[config.mk]
export PLATFORM = sky130hd
export DESIGN_NAME = lptpc_top
export DESIGN_NICKNAME = d
export VERILOG_FILES = /design/src/logic/lptpc_pkg.sv /design/src/logic/lptpc_top.sv
export SDC_FILE = /design/constraint.sdc
export NUM_CORES = 1
export LEC_CHECK = 0
export ABC_CLOCK_PERIOD_IN_PS = 5570
export BUFFER_PORTS_ARGS = -buffer_cell sky130_fd_sc_hd__buf_2
export CORE_ASPECT_RATIO = 0.9
export CORE_MARGIN = 1.5
export CORE_UTILIZATION = 60
export CTS_BUF_LIST = sky130_fd_sc_hd__clkbuf_4
export DETAILED_ROUTE_END_ITERATION = 7
export MAX_ROUTING_LAYER = met4
export PLACE_DENSITY = 0.92
export RECOVER_POWER = 50
export SYNTH_ARGS = -nofsm -noshare
export SYNTH_HDL_FRONTEND = slang
export SYNTH_SLANG_ARGS = --single-unit
[constraint.sdc]
create_clock -name pclk -period 5.57 [get_ports pclk]
set_clock_uncertainty 0.05 [all_clocks]
set_input_delay 1.114 -clock pclk [delete_from_list [all_inputs] [get_ports pclk]]
set_output_delay 1.114 -clock pclk [all_outputs]
set_load 0.1 [all_outputs]
[src/logic/lptpc_pkg.sv]
`default_nettype none
package lptpc_pkg;
	// register indices; byte address is four times the index
	localparam logic [7:0] IDX_PANEL_TYPE = 8'h01;
	localparam logic [7:0] IDX_POWER_SAVE = 8'h03;
	localparam logic [7:0] IDX_HSIZE      = 8'h04;
	localparam logic [7:0] IDX_VSIZE_LO   = 8'h05;
	localparam logic [7:0] IDX_VSIZE_HI   = 8'h06;
	localparam logic [7:0] IDX_LINE_START = 8'h07;
	localparam logic [7:0] IDX_HBLANK     = 8'h08;
	localparam logic [7:0] IDX_FRAME_START = 8'h09;
	localparam logic [7:0] IDX_VBLANK     = 8'h0a;
	localparam logic [7:0] IDX_PIN_CFG    = 8'h18;
	localparam logic [7:0] IDX_PIN_CTL    = 8'h19;
	localparam logic [7:0] IDX_STATUS     = 8'h1c;
	// field positions
	localparam int POS_ACTIVE_MATRIX = 7;
	localparam int POS_OVERRIDE      = 3;
	localparam int POS_HW_PS_EN      = 2;
	// software power-save codes
	localparam logic [1:0] SW_PS_SAVE   = 2'h0;
	localparam logic [1:0] SW_PS_NORMAL = 2'h3;
	// reset values
	localparam logic [7:0] RST_PANEL_TYPE  = 8'h00;
	localparam logic [3:0] RST_POWER_SAVE  = 4'h0;
	localparam logic [6:0] RST_HSIZE       = 7'h27;
	localparam logic [9:0] RST_VSIZE       = 10'h0ef;
	localparam logic [4:0] RST_LINE_START  = 5'h00;
	localparam logic [4:0] RST_HBLANK      = 5'h00;
	localparam logic [5:0] RST_FRAME_START = 6'h01;
	localparam logic [5:0] RST_VBLANK      = 6'h01;
	// line pulse width in pixels, and the 8-pixel step offsets
	localparam logic [10:0] LINE_PULSE_PX = 11'h008;
	localparam logic [7:0]  LINE_START_ADD = 8'h02;
	localparam logic [7:0]  HBLANK_ADD     = 8'h04;
endpackage : lptpc_pkg
`default_nettype wire

[src/logic/lptpc_top.sv]
`timescale 1ns/1ps
`default_nettype none
module lptpc_top (
	input  wire logic        pclk,
	input  wire logic        presetn,
	input  wire logic        psel,
	input  wire logic        penable,
	input  wire logic        pwrite,
	input  wire logic [11:0] paddr,
	input  wire logic [31:0] pwdata,
	output logic      [31:0] prdata,
	output logic             pready,
	output logic             pslverr,
	input  wire logic        shared_pin_zero_in,
	output logic             shared_pin_zero_out,
	output logic             shared_pin_zero_oe,
	output logic             panel_power_out,
	output logic             line_pulse,
	output logic             frame_pulse,
	output logic             panel_data_enable
);
	import lptpc_pkg::*;

	// eight-pixel steps to pixels
	function automatic logic [10:0] f_px8(input logic [7:0] n);
		return {n, 3'h0};
	endfunction : f_px8

	logic [7:0]  panel_type_reg;
	logic [3:0]  power_save_reg;
	logic [6:0]  hsize_reg;
	logic [9:0]  vsize_reg;
	logic [4:0]  line_start_reg;
	logic [4:0]  hblank_reg;
	logic [5:0]  frame_start_reg;
	logic [5:0]  vblank_reg;
	logic        pin_cfg_reg;
	logic        pin_ctl_reg;
	logic [10:0] pix_cnt_reg;
	logic [10:0] line_cnt_reg;
	logic        panel_off_reg;
	logic        line_pulse_reg;
	logic        frame_pulse_reg;
	logic        data_en_reg;

	logic        active_matrix;
	logic        override;
	logic        hw_ps_en;
	logic        power_save;
	logic [10:0] h_active;
	logic [10:0] h_total;
	logic [10:0] line_pos;
	logic [10:0] v_active;
	logic [10:0] v_total;
	logic [10:0] frame_line;
	logic        line_end;
	logic        frame_end;
	logic [7:0]  reg_idx;
	logic        addr_ok;
	logic [7:0]  rd_val;
	logic        wr_en;

	assign active_matrix = panel_type_reg[POS_ACTIVE_MATRIX];
	assign override      = power_save_reg[POS_OVERRIDE];
	assign hw_ps_en      = power_save_reg[POS_HW_PS_EN];

	// reserved codes 01 and 10 are treated as normal operation
	assign power_save = (power_save_reg[1:0] == SW_PS_SAVE)
		|| (hw_ps_en && shared_pin_zero_in);

	// shared pin zero: hardware power save input wins over its pin config
	assign shared_pin_zero_oe  = !hw_ps_en && pin_cfg_reg;
	assign shared_pin_zero_out = pin_ctl_reg;

	// line geometry in pixels
	assign h_active = f_px8({1'b0, hsize_reg} + 8'h01);
	assign h_total  = h_active + f_px8({3'h0, hblank_reg} + HBLANK_ADD);
	// passive panels put the line pulse right at the start of blanking
	assign line_pos = active_matrix
		? h_active + f_px8({3'h0, line_start_reg} + LINE_START_ADD)
		: h_active;

	// frame geometry in lines; a zero blanking field still leaves one line
	assign v_active = {1'b0, vsize_reg} + 11'h001;
	assign v_total  = v_active + ((vblank_reg == 6'h00) ? 11'h001 : {5'h00, vblank_reg});
	assign frame_line = active_matrix
		? v_active - 11'h001 + {5'h00, frame_start_reg}
		: v_active;

	// compare at-or-past the end, so a counter left beyond a geometry that
	// software just shrank still wraps instead of running round all 2048 counts
	assign line_end  = (pix_cnt_reg >= h_total - 11'h001);
	assign frame_end = line_end && (line_cnt_reg >= v_total - 11'h001);

	// pixel and line counters, one pixel per clock
	always_ff @(posedge pclk or negedge presetn) begin
		if (!presetn) begin
			pix_cnt_reg  <= 11'h000;
			line_cnt_reg <= 11'h000;
		end else if (line_end) begin
			pix_cnt_reg  <= 11'h000;
			line_cnt_reg <= frame_end ? 11'h000 : line_cnt_reg + 11'h001;
		end else begin
			pix_cnt_reg <= pix_cnt_reg + 11'h001;
		end
	end

	// raw panel timing, registered so outputs come from flops
	always_ff @(posedge pclk or negedge presetn) begin
		if (!presetn) begin
			line_pulse_reg  <= 1'b0;
			frame_pulse_reg <= 1'b0;
			data_en_reg     <= 1'b0;
		end else begin
			line_pulse_reg  <= (pix_cnt_reg >= line_pos)
				&& (pix_cnt_reg < line_pos + LINE_PULSE_PX);
			frame_pulse_reg <= (line_cnt_reg == frame_line);
			data_en_reg     <= (pix_cnt_reg < h_active) && (line_cnt_reg < v_active);
		end
	end

	// panel on/off: the sequencer only switches at a frame boundary so the
	// panel never sees a torn frame; the override skips that wait when switching off
	always_ff @(posedge pclk or negedge presetn) begin
		if (!presetn) begin
			panel_off_reg <= 1'b1;
		end else if (override && power_save) begin
			panel_off_reg <= 1'b1;
		end else if (frame_end) begin
			panel_off_reg <= power_save;
		end
	end

	assign panel_power_out   = !panel_off_reg;
	assign line_pulse        = line_pulse_reg && !panel_off_reg;
	assign frame_pulse       = frame_pulse_reg && !panel_off_reg;
	assign panel_data_enable = data_en_reg && !panel_off_reg;

	// apb decode: word aligned, index in address bits above the byte lane
	assign reg_idx = paddr[9:2];
	assign addr_ok = (paddr[1:0] == 2'h0) && (paddr[11:10] == 2'h0) && (
		reg_idx == IDX_PANEL_TYPE || reg_idx == IDX_POWER_SAVE ||
		reg_idx == IDX_HSIZE || reg_idx == IDX_VSIZE_LO ||
		reg_idx == IDX_VSIZE_HI || reg_idx == IDX_LINE_START ||
		reg_idx == IDX_HBLANK || reg_idx == IDX_FRAME_START ||
		reg_idx == IDX_VBLANK || reg_idx == IDX_PIN_CFG ||
		reg_idx == IDX_PIN_CTL || reg_idx == IDX_STATUS);
	assign wr_en  = psel && penable && pwrite && addr_ok;
	// one wait-free access phase; read data was captured in setup
	assign pready = 1'b1;

	// read mux; the control bit reads the pin while the pin is an input
	always_comb begin
		rd_val = 8'h00;
		unique case (reg_idx)
			IDX_PANEL_TYPE:  rd_val = panel_type_reg;
			IDX_POWER_SAVE:  rd_val = {4'h0, power_save_reg};
			IDX_HSIZE:       rd_val = {1'b0, hsize_reg};
			IDX_VSIZE_LO:    rd_val = vsize_reg[7:0];
			IDX_VSIZE_HI:    rd_val = {6'h00, vsize_reg[9:8]};
			IDX_LINE_START:  rd_val = {3'h0, line_start_reg};
			IDX_HBLANK:      rd_val = {3'h0, hblank_reg};
			IDX_FRAME_START: rd_val = {2'h0, frame_start_reg};
			IDX_VBLANK:      rd_val = {2'h0, vblank_reg};
			IDX_PIN_CFG:     rd_val = {7'h00, pin_cfg_reg};
			IDX_PIN_CTL:     rd_val = {7'h00,
				shared_pin_zero_oe ? pin_ctl_reg : shared_pin_zero_in};
			IDX_STATUS:      rd_val = {5'h00, shared_pin_zero_in, panel_off_reg, power_save};
			default:         rd_val = 8'h00;
		endcase
	end

	// read data and error are sampled in the setup cycle
	always_ff @(posedge pclk or negedge presetn) begin
		if (!presetn) begin
			prdata  <= 32'h0000_0000;
			pslverr <= 1'b0;
		end else if (psel && !penable) begin
			prdata  <= (addr_ok && !pwrite) ? {24'h00_0000, rd_val} : 32'h0000_0000;
			pslverr <= !addr_ok;
		end
	end

	// register writes take effect at the access edge
	always_ff @(posedge pclk or negedge presetn) begin
		if (!presetn) begin
			panel_type_reg  <= RST_PANEL_TYPE;
			power_save_reg  <= RST_POWER_SAVE;
			hsize_reg       <= RST_HSIZE;
			vsize_reg       <= RST_VSIZE;
			line_start_reg  <= RST_LINE_START;
			hblank_reg      <= RST_HBLANK;
			frame_start_reg <= RST_FRAME_START;
			vblank_reg      <= RST_VBLANK;
			pin_cfg_reg     <= 1'b0;
			pin_ctl_reg     <= 1'b0;
		end else if (wr_en) begin
			unique case (reg_idx)
				IDX_PANEL_TYPE:  panel_type_reg  <= pwdata[7:0];
				IDX_POWER_SAVE:  power_save_reg  <= pwdata[3:0];
				IDX_HSIZE:       hsize_reg       <= pwdata[6:0];
				IDX_VSIZE_LO:    vsize_reg[7:0]  <= pwdata[7:0];
				IDX_VSIZE_HI:    vsize_reg[9:8]  <= pwdata[1:0];
				IDX_LINE_START:  line_start_reg  <= pwdata[4:0];
				IDX_HBLANK:      hblank_reg      <= pwdata[4:0];
				IDX_FRAME_START: frame_start_reg <= pwdata[5:0];
				IDX_VBLANK:      vblank_reg      <= pwdata[5:0];
				IDX_PIN_CFG:     pin_cfg_reg     <= pwdata[0];
				IDX_PIN_CTL:     pin_ctl_reg     <= pwdata[0];
				default:         pin_ctl_reg     <= pin_ctl_reg;
			endcase
		end
	end
endmodule : lptpc_top
`default_nettype wire

==> results of run 1 <==
[worst min path at each step]
stage | to | slack, ns | start | cells past startpoint
floorplan | pix_cnt_reg[0] | 0.43 | pix_cnt_reg[0] | 1
global placement | prdata[2] | 0.41 | prdata[2] | 1
detailed placement | prdata[2] | 0.41 | prdata[2] | 1
CTS | prdata[2] | 0.45 | prdata[2] | 1
global route | prdata[2] | 0.46 | prdata[2] | 1
finish | prdata[2] | 0.45 | prdata[2] | 1
[final cells by class]
cell class	instances	area [um^2]	area share [%]
clock buffer	9	67.6	0.822
tap	164	205	2.50
sequential	88	2220	27.0
clock inverter	7	61.3	0.745
timing repair buffer	45	225	2.74
multi-input combinational	669	5130	62.4
inverter	83	312	3.79
[power breakdown]
part           switching [mW]  leakage, nW  internal (mW)
Clock                   0.252       0.0707          0.101
Sequential             0.0574         1.13          0.680
Combinational           0.281         2.82          0.162
[cells in the final DEF (no fill, tap or decap), types with 6 or more instances in the layout]
cell type,Yosys,final
nand2b_1,11,11
o21ai_0,51,50
dfstp_2,14,14
and2_1,6,6
o21a_1,9,9
nor2b_1,21,21
mux2i_1,15,15
clkbuf_1,15,8
ha_1,102,102
nor3_1,9,9
xor2_1,27,27
inv_1,83,83
nor2_1,40,40
clkbuf_4,0,9
mux2_2,50,50
a21oi_1,48,48
xnor2_1,38,38
and3_1,14,14
a22o_1,11,11
a31oi_1,11,11
buf_2,3,32
dfrtp_1,74,74
nand2_1,48,48
nand3_1,31,31
a21o_1,18,18
o211ai_1,8,8
conb_1,2,25
[cell families after synthesis]
logic type | after synthesis | share of synthesized area, %
simple gates | 212 | 14.2
compound gates | 195 | 15.9
buf+inv | 135 | 8.41
fa+ha+maj | 107 | 17.2
flops | 88 | 28.0
xor+xnor | 65 | 7.18
mux | 65 | 8.99
other cells | 2 | 0.0947
[routing by layer]
metal / up-vias / global-route usage [%] / part of all wire (%)
met5: - / - / 0
met4: 0 / 11.4 / 3.4
met3: 61 / 4.05 / 7.7
met2: 348 / 45.3 / 46
met1: 3138 / 36.7 / 43
li1: 3085 / - / -
[metrics by stage]
stage / utilization [%] / total power [mW] / instance area [um^2]
finish: 64.3 / 1.53 / 8220
global route: 64.3 / 1.62 / 8220
CTS: 64.4 / 1.54 / 8240
detailed placement: 63.4 / 1.19 / 8110
global placement: 63.4 / 1.16 / 8110
floorplan: - / 1.07 / 8020
==> flow_metrics.env, run 1 <==
export IMPL_status="finished with violations"
export IMPL_violations="max-capacitance violations, max-slew violations"
export IMPL_fin_crit_ns=4.73
export IMPL_holdWs_ns=0.448
export IMPL_cts_setup_buffers=0
export IMPL_grt_max_degree=58
export IMPL_setup_worst_path_class="flop to flop"
export IMPL_path_clk_slew_ns=0.16
export IMPL_grt_pass1_wl_um=31200
export IMPL_insertion_delay_ns=0.48
export IMPL_synth_warning_count=0
export IMPL_groute_usage_overall_pct=28.4
export IMPL_yosysTopAreaCellShare_pct=23.3
export IMPL_synth_commonest_cells="102 x ha_1, 83 x inv_1, 74 x dfrtp_1"
export IMPL_crit_path_end_kind="flop"
export IMPL_fin_cells=1065
export IMPL_diodes=0
export IMPL_maxSlewHeadroom_pct=-13.4
export IMPL_synth_seq_area_share_pct=28.0
export IMPL_post_route_cells_drive_above_1_share_pct=14.3
export IMPL_post_route_period_util_pct=84.8
export IMPL_cap_violations=1
export IMPL_layout_nets=1052
export IMPL_num_rows=39
export IMPL_p_leak_nw=4.02
export IMPL_crit_buf_inv=1
export IMPL_drtPass1Iterations=6
export IMPL_drc=0
export IMPL_min_path_type="flop to flop"
export IMPL_gp_congestion=1.11
export IMPL_die_w_um=124
export IMPL_start_util_pct=62.1
export IMPL_regToRegSetupSlack_ns=0.84
export IMPL_areaGrowthSynthToFinish_pct=3.66
export IMPL_crit_start="vsize_reg[0]"
export IMPL_reg2reg_depth=18
export IMPL_critical_path_required_ns=5.94
export IMPL_syn_area_per_cell_um2=9.13
export IMPL_yosys_cell_types_count=66
export IMPL_synth_area_leaders="dfrtp_1 23%, ha_1 16%, mux2_2 7.1%, dfstp_2 4.6%, xnor2_1 4.2%"
export IMPL_max_stage_delay_ns=0.69
export IMPL_r2r_end="line_cnt_reg[0]"
export IMPL_wire_per_inst_um=17.9
export IMPL_hold_buffers=0
export IMPL_critPathMaxFanout=10
export IMPL_grt_pass1_vias=6439
export IMPL_finalSetupTns_ns=0
export IMPL_regToRegStartpoint="vsize_reg[0]"
export IMPL_power_density_nw_per_um2=187
export IMPL_drt_wl_total_um=19000
export IMPL_core_area_um2=12800
export IMPL_crit_end="line_cnt_reg[0]"
export IMPL_numCtsBuffers=9
export IMPL_ys_flop_type="dfrtp_1"
export IMPL_portBuffers=40
export IMPL_vdd_drop_max_v=0.000228
export IMPL_setup_viol=0
export IMPL_fmax_mhz=212
export IMPL_dieHeight_um=112
export IMPL_cp_top_family="compound AO/OA/AOI/OAI gates"
export IMPL_drt_iter0_markers=521
export IMPL_design_die_area_um2=13900
export IMPL_htreeDepth=3
export IMPL_clockBufferDepth=2
export IMPL_tightest_slew_ns=1.70
export IMPL_preCtsSetupSlack_ns=0.904
export IMPL_io_pins=90
export IMPL_worstPathArrival_ns=5.10
export IMPL_ys_ff_latch=88
export IMPL_cp_cell_sequence="ha_1 -> xnor2_1 -> ha_1 -> inv_1 -> ha_1 -> a21o_1 -> a21oi_1 -> o21ai_0 -> a21oi_1 -> o21ai_0 -> a21o_1 -> a21oi_1 -> xnor2_1 -> ha_1 -> a21oi_1 -> o21ai_0 -> nor2b_1 -> mux2_2"
export IMPL_synthCells=869
export IMPL_start_kind="flop"
export IMPL_dp_hpwl_um=14700
export IMPL_fillCellCount=1020
export IMPL_overflow=0
export IMPL_async_flop_share_pct=100
export IMPL_final_setup_worst_slack_ns=0.844
export IMPL_via_per_inst=6.23
export IMPL_antenna_found_initial=0
export IMPL_cts_root_buf="clkbuf_4"
export IMPL_place_inst=1049
export IMPL_synth_most_common_cell="ha_1"
export IMPL_finalHoldViolCount=0
export IMPL_crit_cells=18
export IMPL_netlist_area_um2=7930
export IMPL_cts_resized=0
export IMPL_synth_edf_count=0
export IMPL_clock_sinks=88
export IMPL_rsz0062_at_grt="false"
export IMPL_ant_nets=0
export IMPL_vias=6632
export IMPL_post_synth_top_area_cell="dfrtp_1"
export IMPL_cp_slowest_cell="dfstp_2"
export IMPL_maxSlewViolCount=33
export IMPL_cts_tree="yes"
No activity file was read; power rests on OpenSTA's default activity.
==> run 2: changes to the inputs <==
- ABC_CLOCK_PERIOD_IN_PS: 5570 -> 4200
- CORE_UTILIZATION: 60 -> 56
- PLACE_DENSITY: 0.92 -> 0.9
- clock period: 5.57 -> 4.2 ns (I/O delays scaled with it)
==> run 2 against run 1 <==
Effect of this change:
- the flow still finishes with violations (max-capacitance violations, max-slew violations)
- wire length is 4.2% higher
- power is 37% higher
- non-clock buffer count is 26 higher
- sequential share of layout area is 1.3 points lower
- combinational power is 36% higher
- final area is 4.9% higher
- critical path type unchanged
- register-to-register slack worse by 0.70 ns
- sequential power is 33% higher
- critical endpoint is now line_cnt_reg[3]
- fmax is 17% higher
- first-iteration DRC count is 26% lower
==> flow_metrics.env, run 2 (synthesis gave the netlist of run 1 again) <==
export IMPL_status="finished with violations"
export IMPL_violations="max-capacitance violations, max-slew violations"
export IMPL_drtPass1Iterations=5
export IMPL_max_stage_delay_ns=0.60
export IMPL_crit_cells=18
export IMPL_drc=0
export IMPL_vdd_drop_max_v=0.000187
export IMPL_drt_iter0_markers=385
export IMPL_overflow=0
export IMPL_power_density_nw_per_um2=244
export IMPL_layout_nets=1078
export IMPL_fin_crit_ns=4.06
export IMPL_final_setup_worst_slack_ns=0.144
export IMPL_core_area_um2=14000
export IMPL_num_rows=41
export IMPL_io_pins=90
export IMPL_groute_usage_overall_pct=28.5
export IMPL_start_util_pct=56.9
export IMPL_start_kind="flop"
export IMPL_post_route_cells_drive_above_1_share_pct=20.0
export IMPL_portBuffers=40
export IMPL_cp_top_family="compound AO/OA/AOI/OAI gates"
export IMPL_ant_nets=0
export IMPL_worstPathArrival_ns=4.45
export IMPL_preCtsSetupSlack_ns=-0.183
export IMPL_post_route_period_util_pct=96.6
export IMPL_cp_slowest_cell="dfstp_2"
export IMPL_crit_path_end_kind="flop"
export IMPL_gp_congestion=0.955
export IMPL_crit_buf_inv=3
export IMPL_grt_pass1_vias=6454
export IMPL_die_w_um=128
export IMPL_wire_per_inst_um=17.7
export IMPL_critPathMaxFanout=6
export IMPL_min_path_type="flop to flop"
export IMPL_critical_path_required_ns=4.60
export IMPL_antenna_found_initial=1
export IMPL_layout_commonest_cell="ha_1"
export IMPL_maxSlewViolCount=65
export IMPL_tightest_slew_ns=3.40
export IMPL_layout_common_cells="98 x ha_1, 81 x inv_1, 74 x dfrtp_1"
export IMPL_drt_wl_total_um=19800
export IMPL_clock_sinks=88
export IMPL_numCtsBuffers=9
export IMPL_clockBufferDepth=2
export IMPL_setup_worst_path_class="flop to flop"
export IMPL_design_die_area_um2=14900
export IMPL_maxSlewHeadroom_pct=-127
export IMPL_dieHeight_um=116
export IMPL_hold_buffers=0
export IMPL_path_clk_slew_ns=0.14
export IMPL_insertion_delay_ns=0.51
export IMPL_cts_root_buf="clkbuf_4"
export IMPL_setup_viol=0
export IMPL_power_mw=2.10
export IMPL_fmax_mhz=247
export IMPL_reg2reg_depth=18
export IMPL_grt_max_degree=65
export IMPL_cap_violations=1
export IMPL_crit_top_cell="ha_1"
export IMPL_cts_tree="yes"
export IMPL_via_per_inst=5.89
export IMPL_htreeDepth=3
export IMPL_p_leak_nw=4.19
export IMPL_finalHoldViolCount=0
export IMPL_fillCellCount=1169
export IMPL_dp_hpwl_um=15100
export IMPL_grt_pass1_wl_um=31800
export IMPL_hold_depth=1
export IMPL_areaGrowthSynthToFinish_pct=8.77
export IMPL_vias=6604
export IMPL_cp_cell_sequence="ha_4 -> xnor2_1 -> ha_1 -> inv_1 -> ha_1 -> a21o_1 -> a21oi_2 -> o21ai_0 -> a21oi_1 -> buf_4 -> xor2_2 -> ha_1 -> a2111o_1 -> a31oi_2 -> o21ai_2 -> buf_6 -> o21ai_1 -> a22o_1"
==> run 2: cell types whose count changed in the layout (fill, tap and decap cells not counted), sizes merged <==
cell / previous run / this run
clkbuf: 18 / 15
inv: 87 / 84
bufinv: 0 / 1
buf: 36 / 66
clkinv: 2 / 3
diode: 0 / 1
==> run 2: through the flow <==
stage / hold slack (ns) / util (%) / cell area [um^2] / cells / TNS (ns)
floorplan: 0.425 / - / 8020 / 892 / 0
global placement: 0.414 / 59.5 / 8300 / 1098 / -0.582
detailed placement: 0.416 / 59.5 / 8300 / 1098 / -1.25
CTS: 0.371 / 60.6 / 8450 / 1115 / 0
global route: 0.492 / 61.8 / 8630 / 1121 / -0.279
finish: 0.456 / 61.8 / 8630 / 1121 / 0
==> run 2: cell type report <==
cell class | count | area, um^2 | area share [%]
Antenna cell | 1 | 2.50 | 0.0290
Clock buffer | 10 | 75.1 | 0.870
Clock inverter | 6 | 68.8 | 0.797
Inverter | 83 | 312 | 3.61
Multi-Input combinational cell | 669 | 5270 | 61.1
Sequential cell | 88 | 2220 | 25.7
Tap cell | 193 | 241 | 2.80
Timing Repair Buffer | 71 | 437 | 5.06
==> run 2: final timing paths <==
path	from	end	slack, ns
setup / recovery	vsize_reg[1]	line_cnt_reg[3]	0.14
max in group asynchronous	presetn	pix_cnt_reg[0]	0.66
setup reg to reg	vsize_reg[1]	line_cnt_reg[3]	0.14
hold reg to reg	prdata[2]	prdata[2]	0.46
min in group asynchronous	presetn	panel_type_reg[0]	1.41
hold / removal	prdata[2]	prdata[2]	0.46
==> run 2: power breakdown <==
group	internal [mW]	switching (mW)	leakage, nW
registers	0.902	0.0809	1.13
clock network	0.191	0.325	0.0770
logic	0.225	0.378	2.98
==> run 2: what timing repair did <==
| action | 4_1_cts | 5_1_grt |
|---|---|---|
| pin swaps | 1 | 8 |
| setup endpoints to repair | 9 | 14 |
| setup buffers | 1 | 4 |
| resized for setup | 3 | 40 |
| cloned | 0 | 1 |
==> run 2: layer usage <==
metal	routed length, um	share of wire (%)	up-vias	GRT usage, %
li1	-	-	3132	-
met1	8820	44	3161	35.5
met2	9240	47	264	45.7
met3	1250	6.3	47	6.00
met4	522	2.6	0	11.2
met5	0	0	-	-
==> run 2: worst register-to-register path: stages, from the launching register on <==
cell and delay, ns:
dfstp_2 0.60, ha_4 0.14, xnor2_1 0.15, ha_1 0.29, inv_1 0.07, ha_1 0.23
a21o_1 0.20, a21oi_2 0.15, o21ai_0 0.10, a21oi_1 0.27, buf_4 0.18, xor2_2 0.15
ha_1 0.27, a2111o_1 0.40, a31oi_2 0.18, o21ai_2 0.13, buf_6 0.16, o21ai_1 0.13
a22o_1 0.16
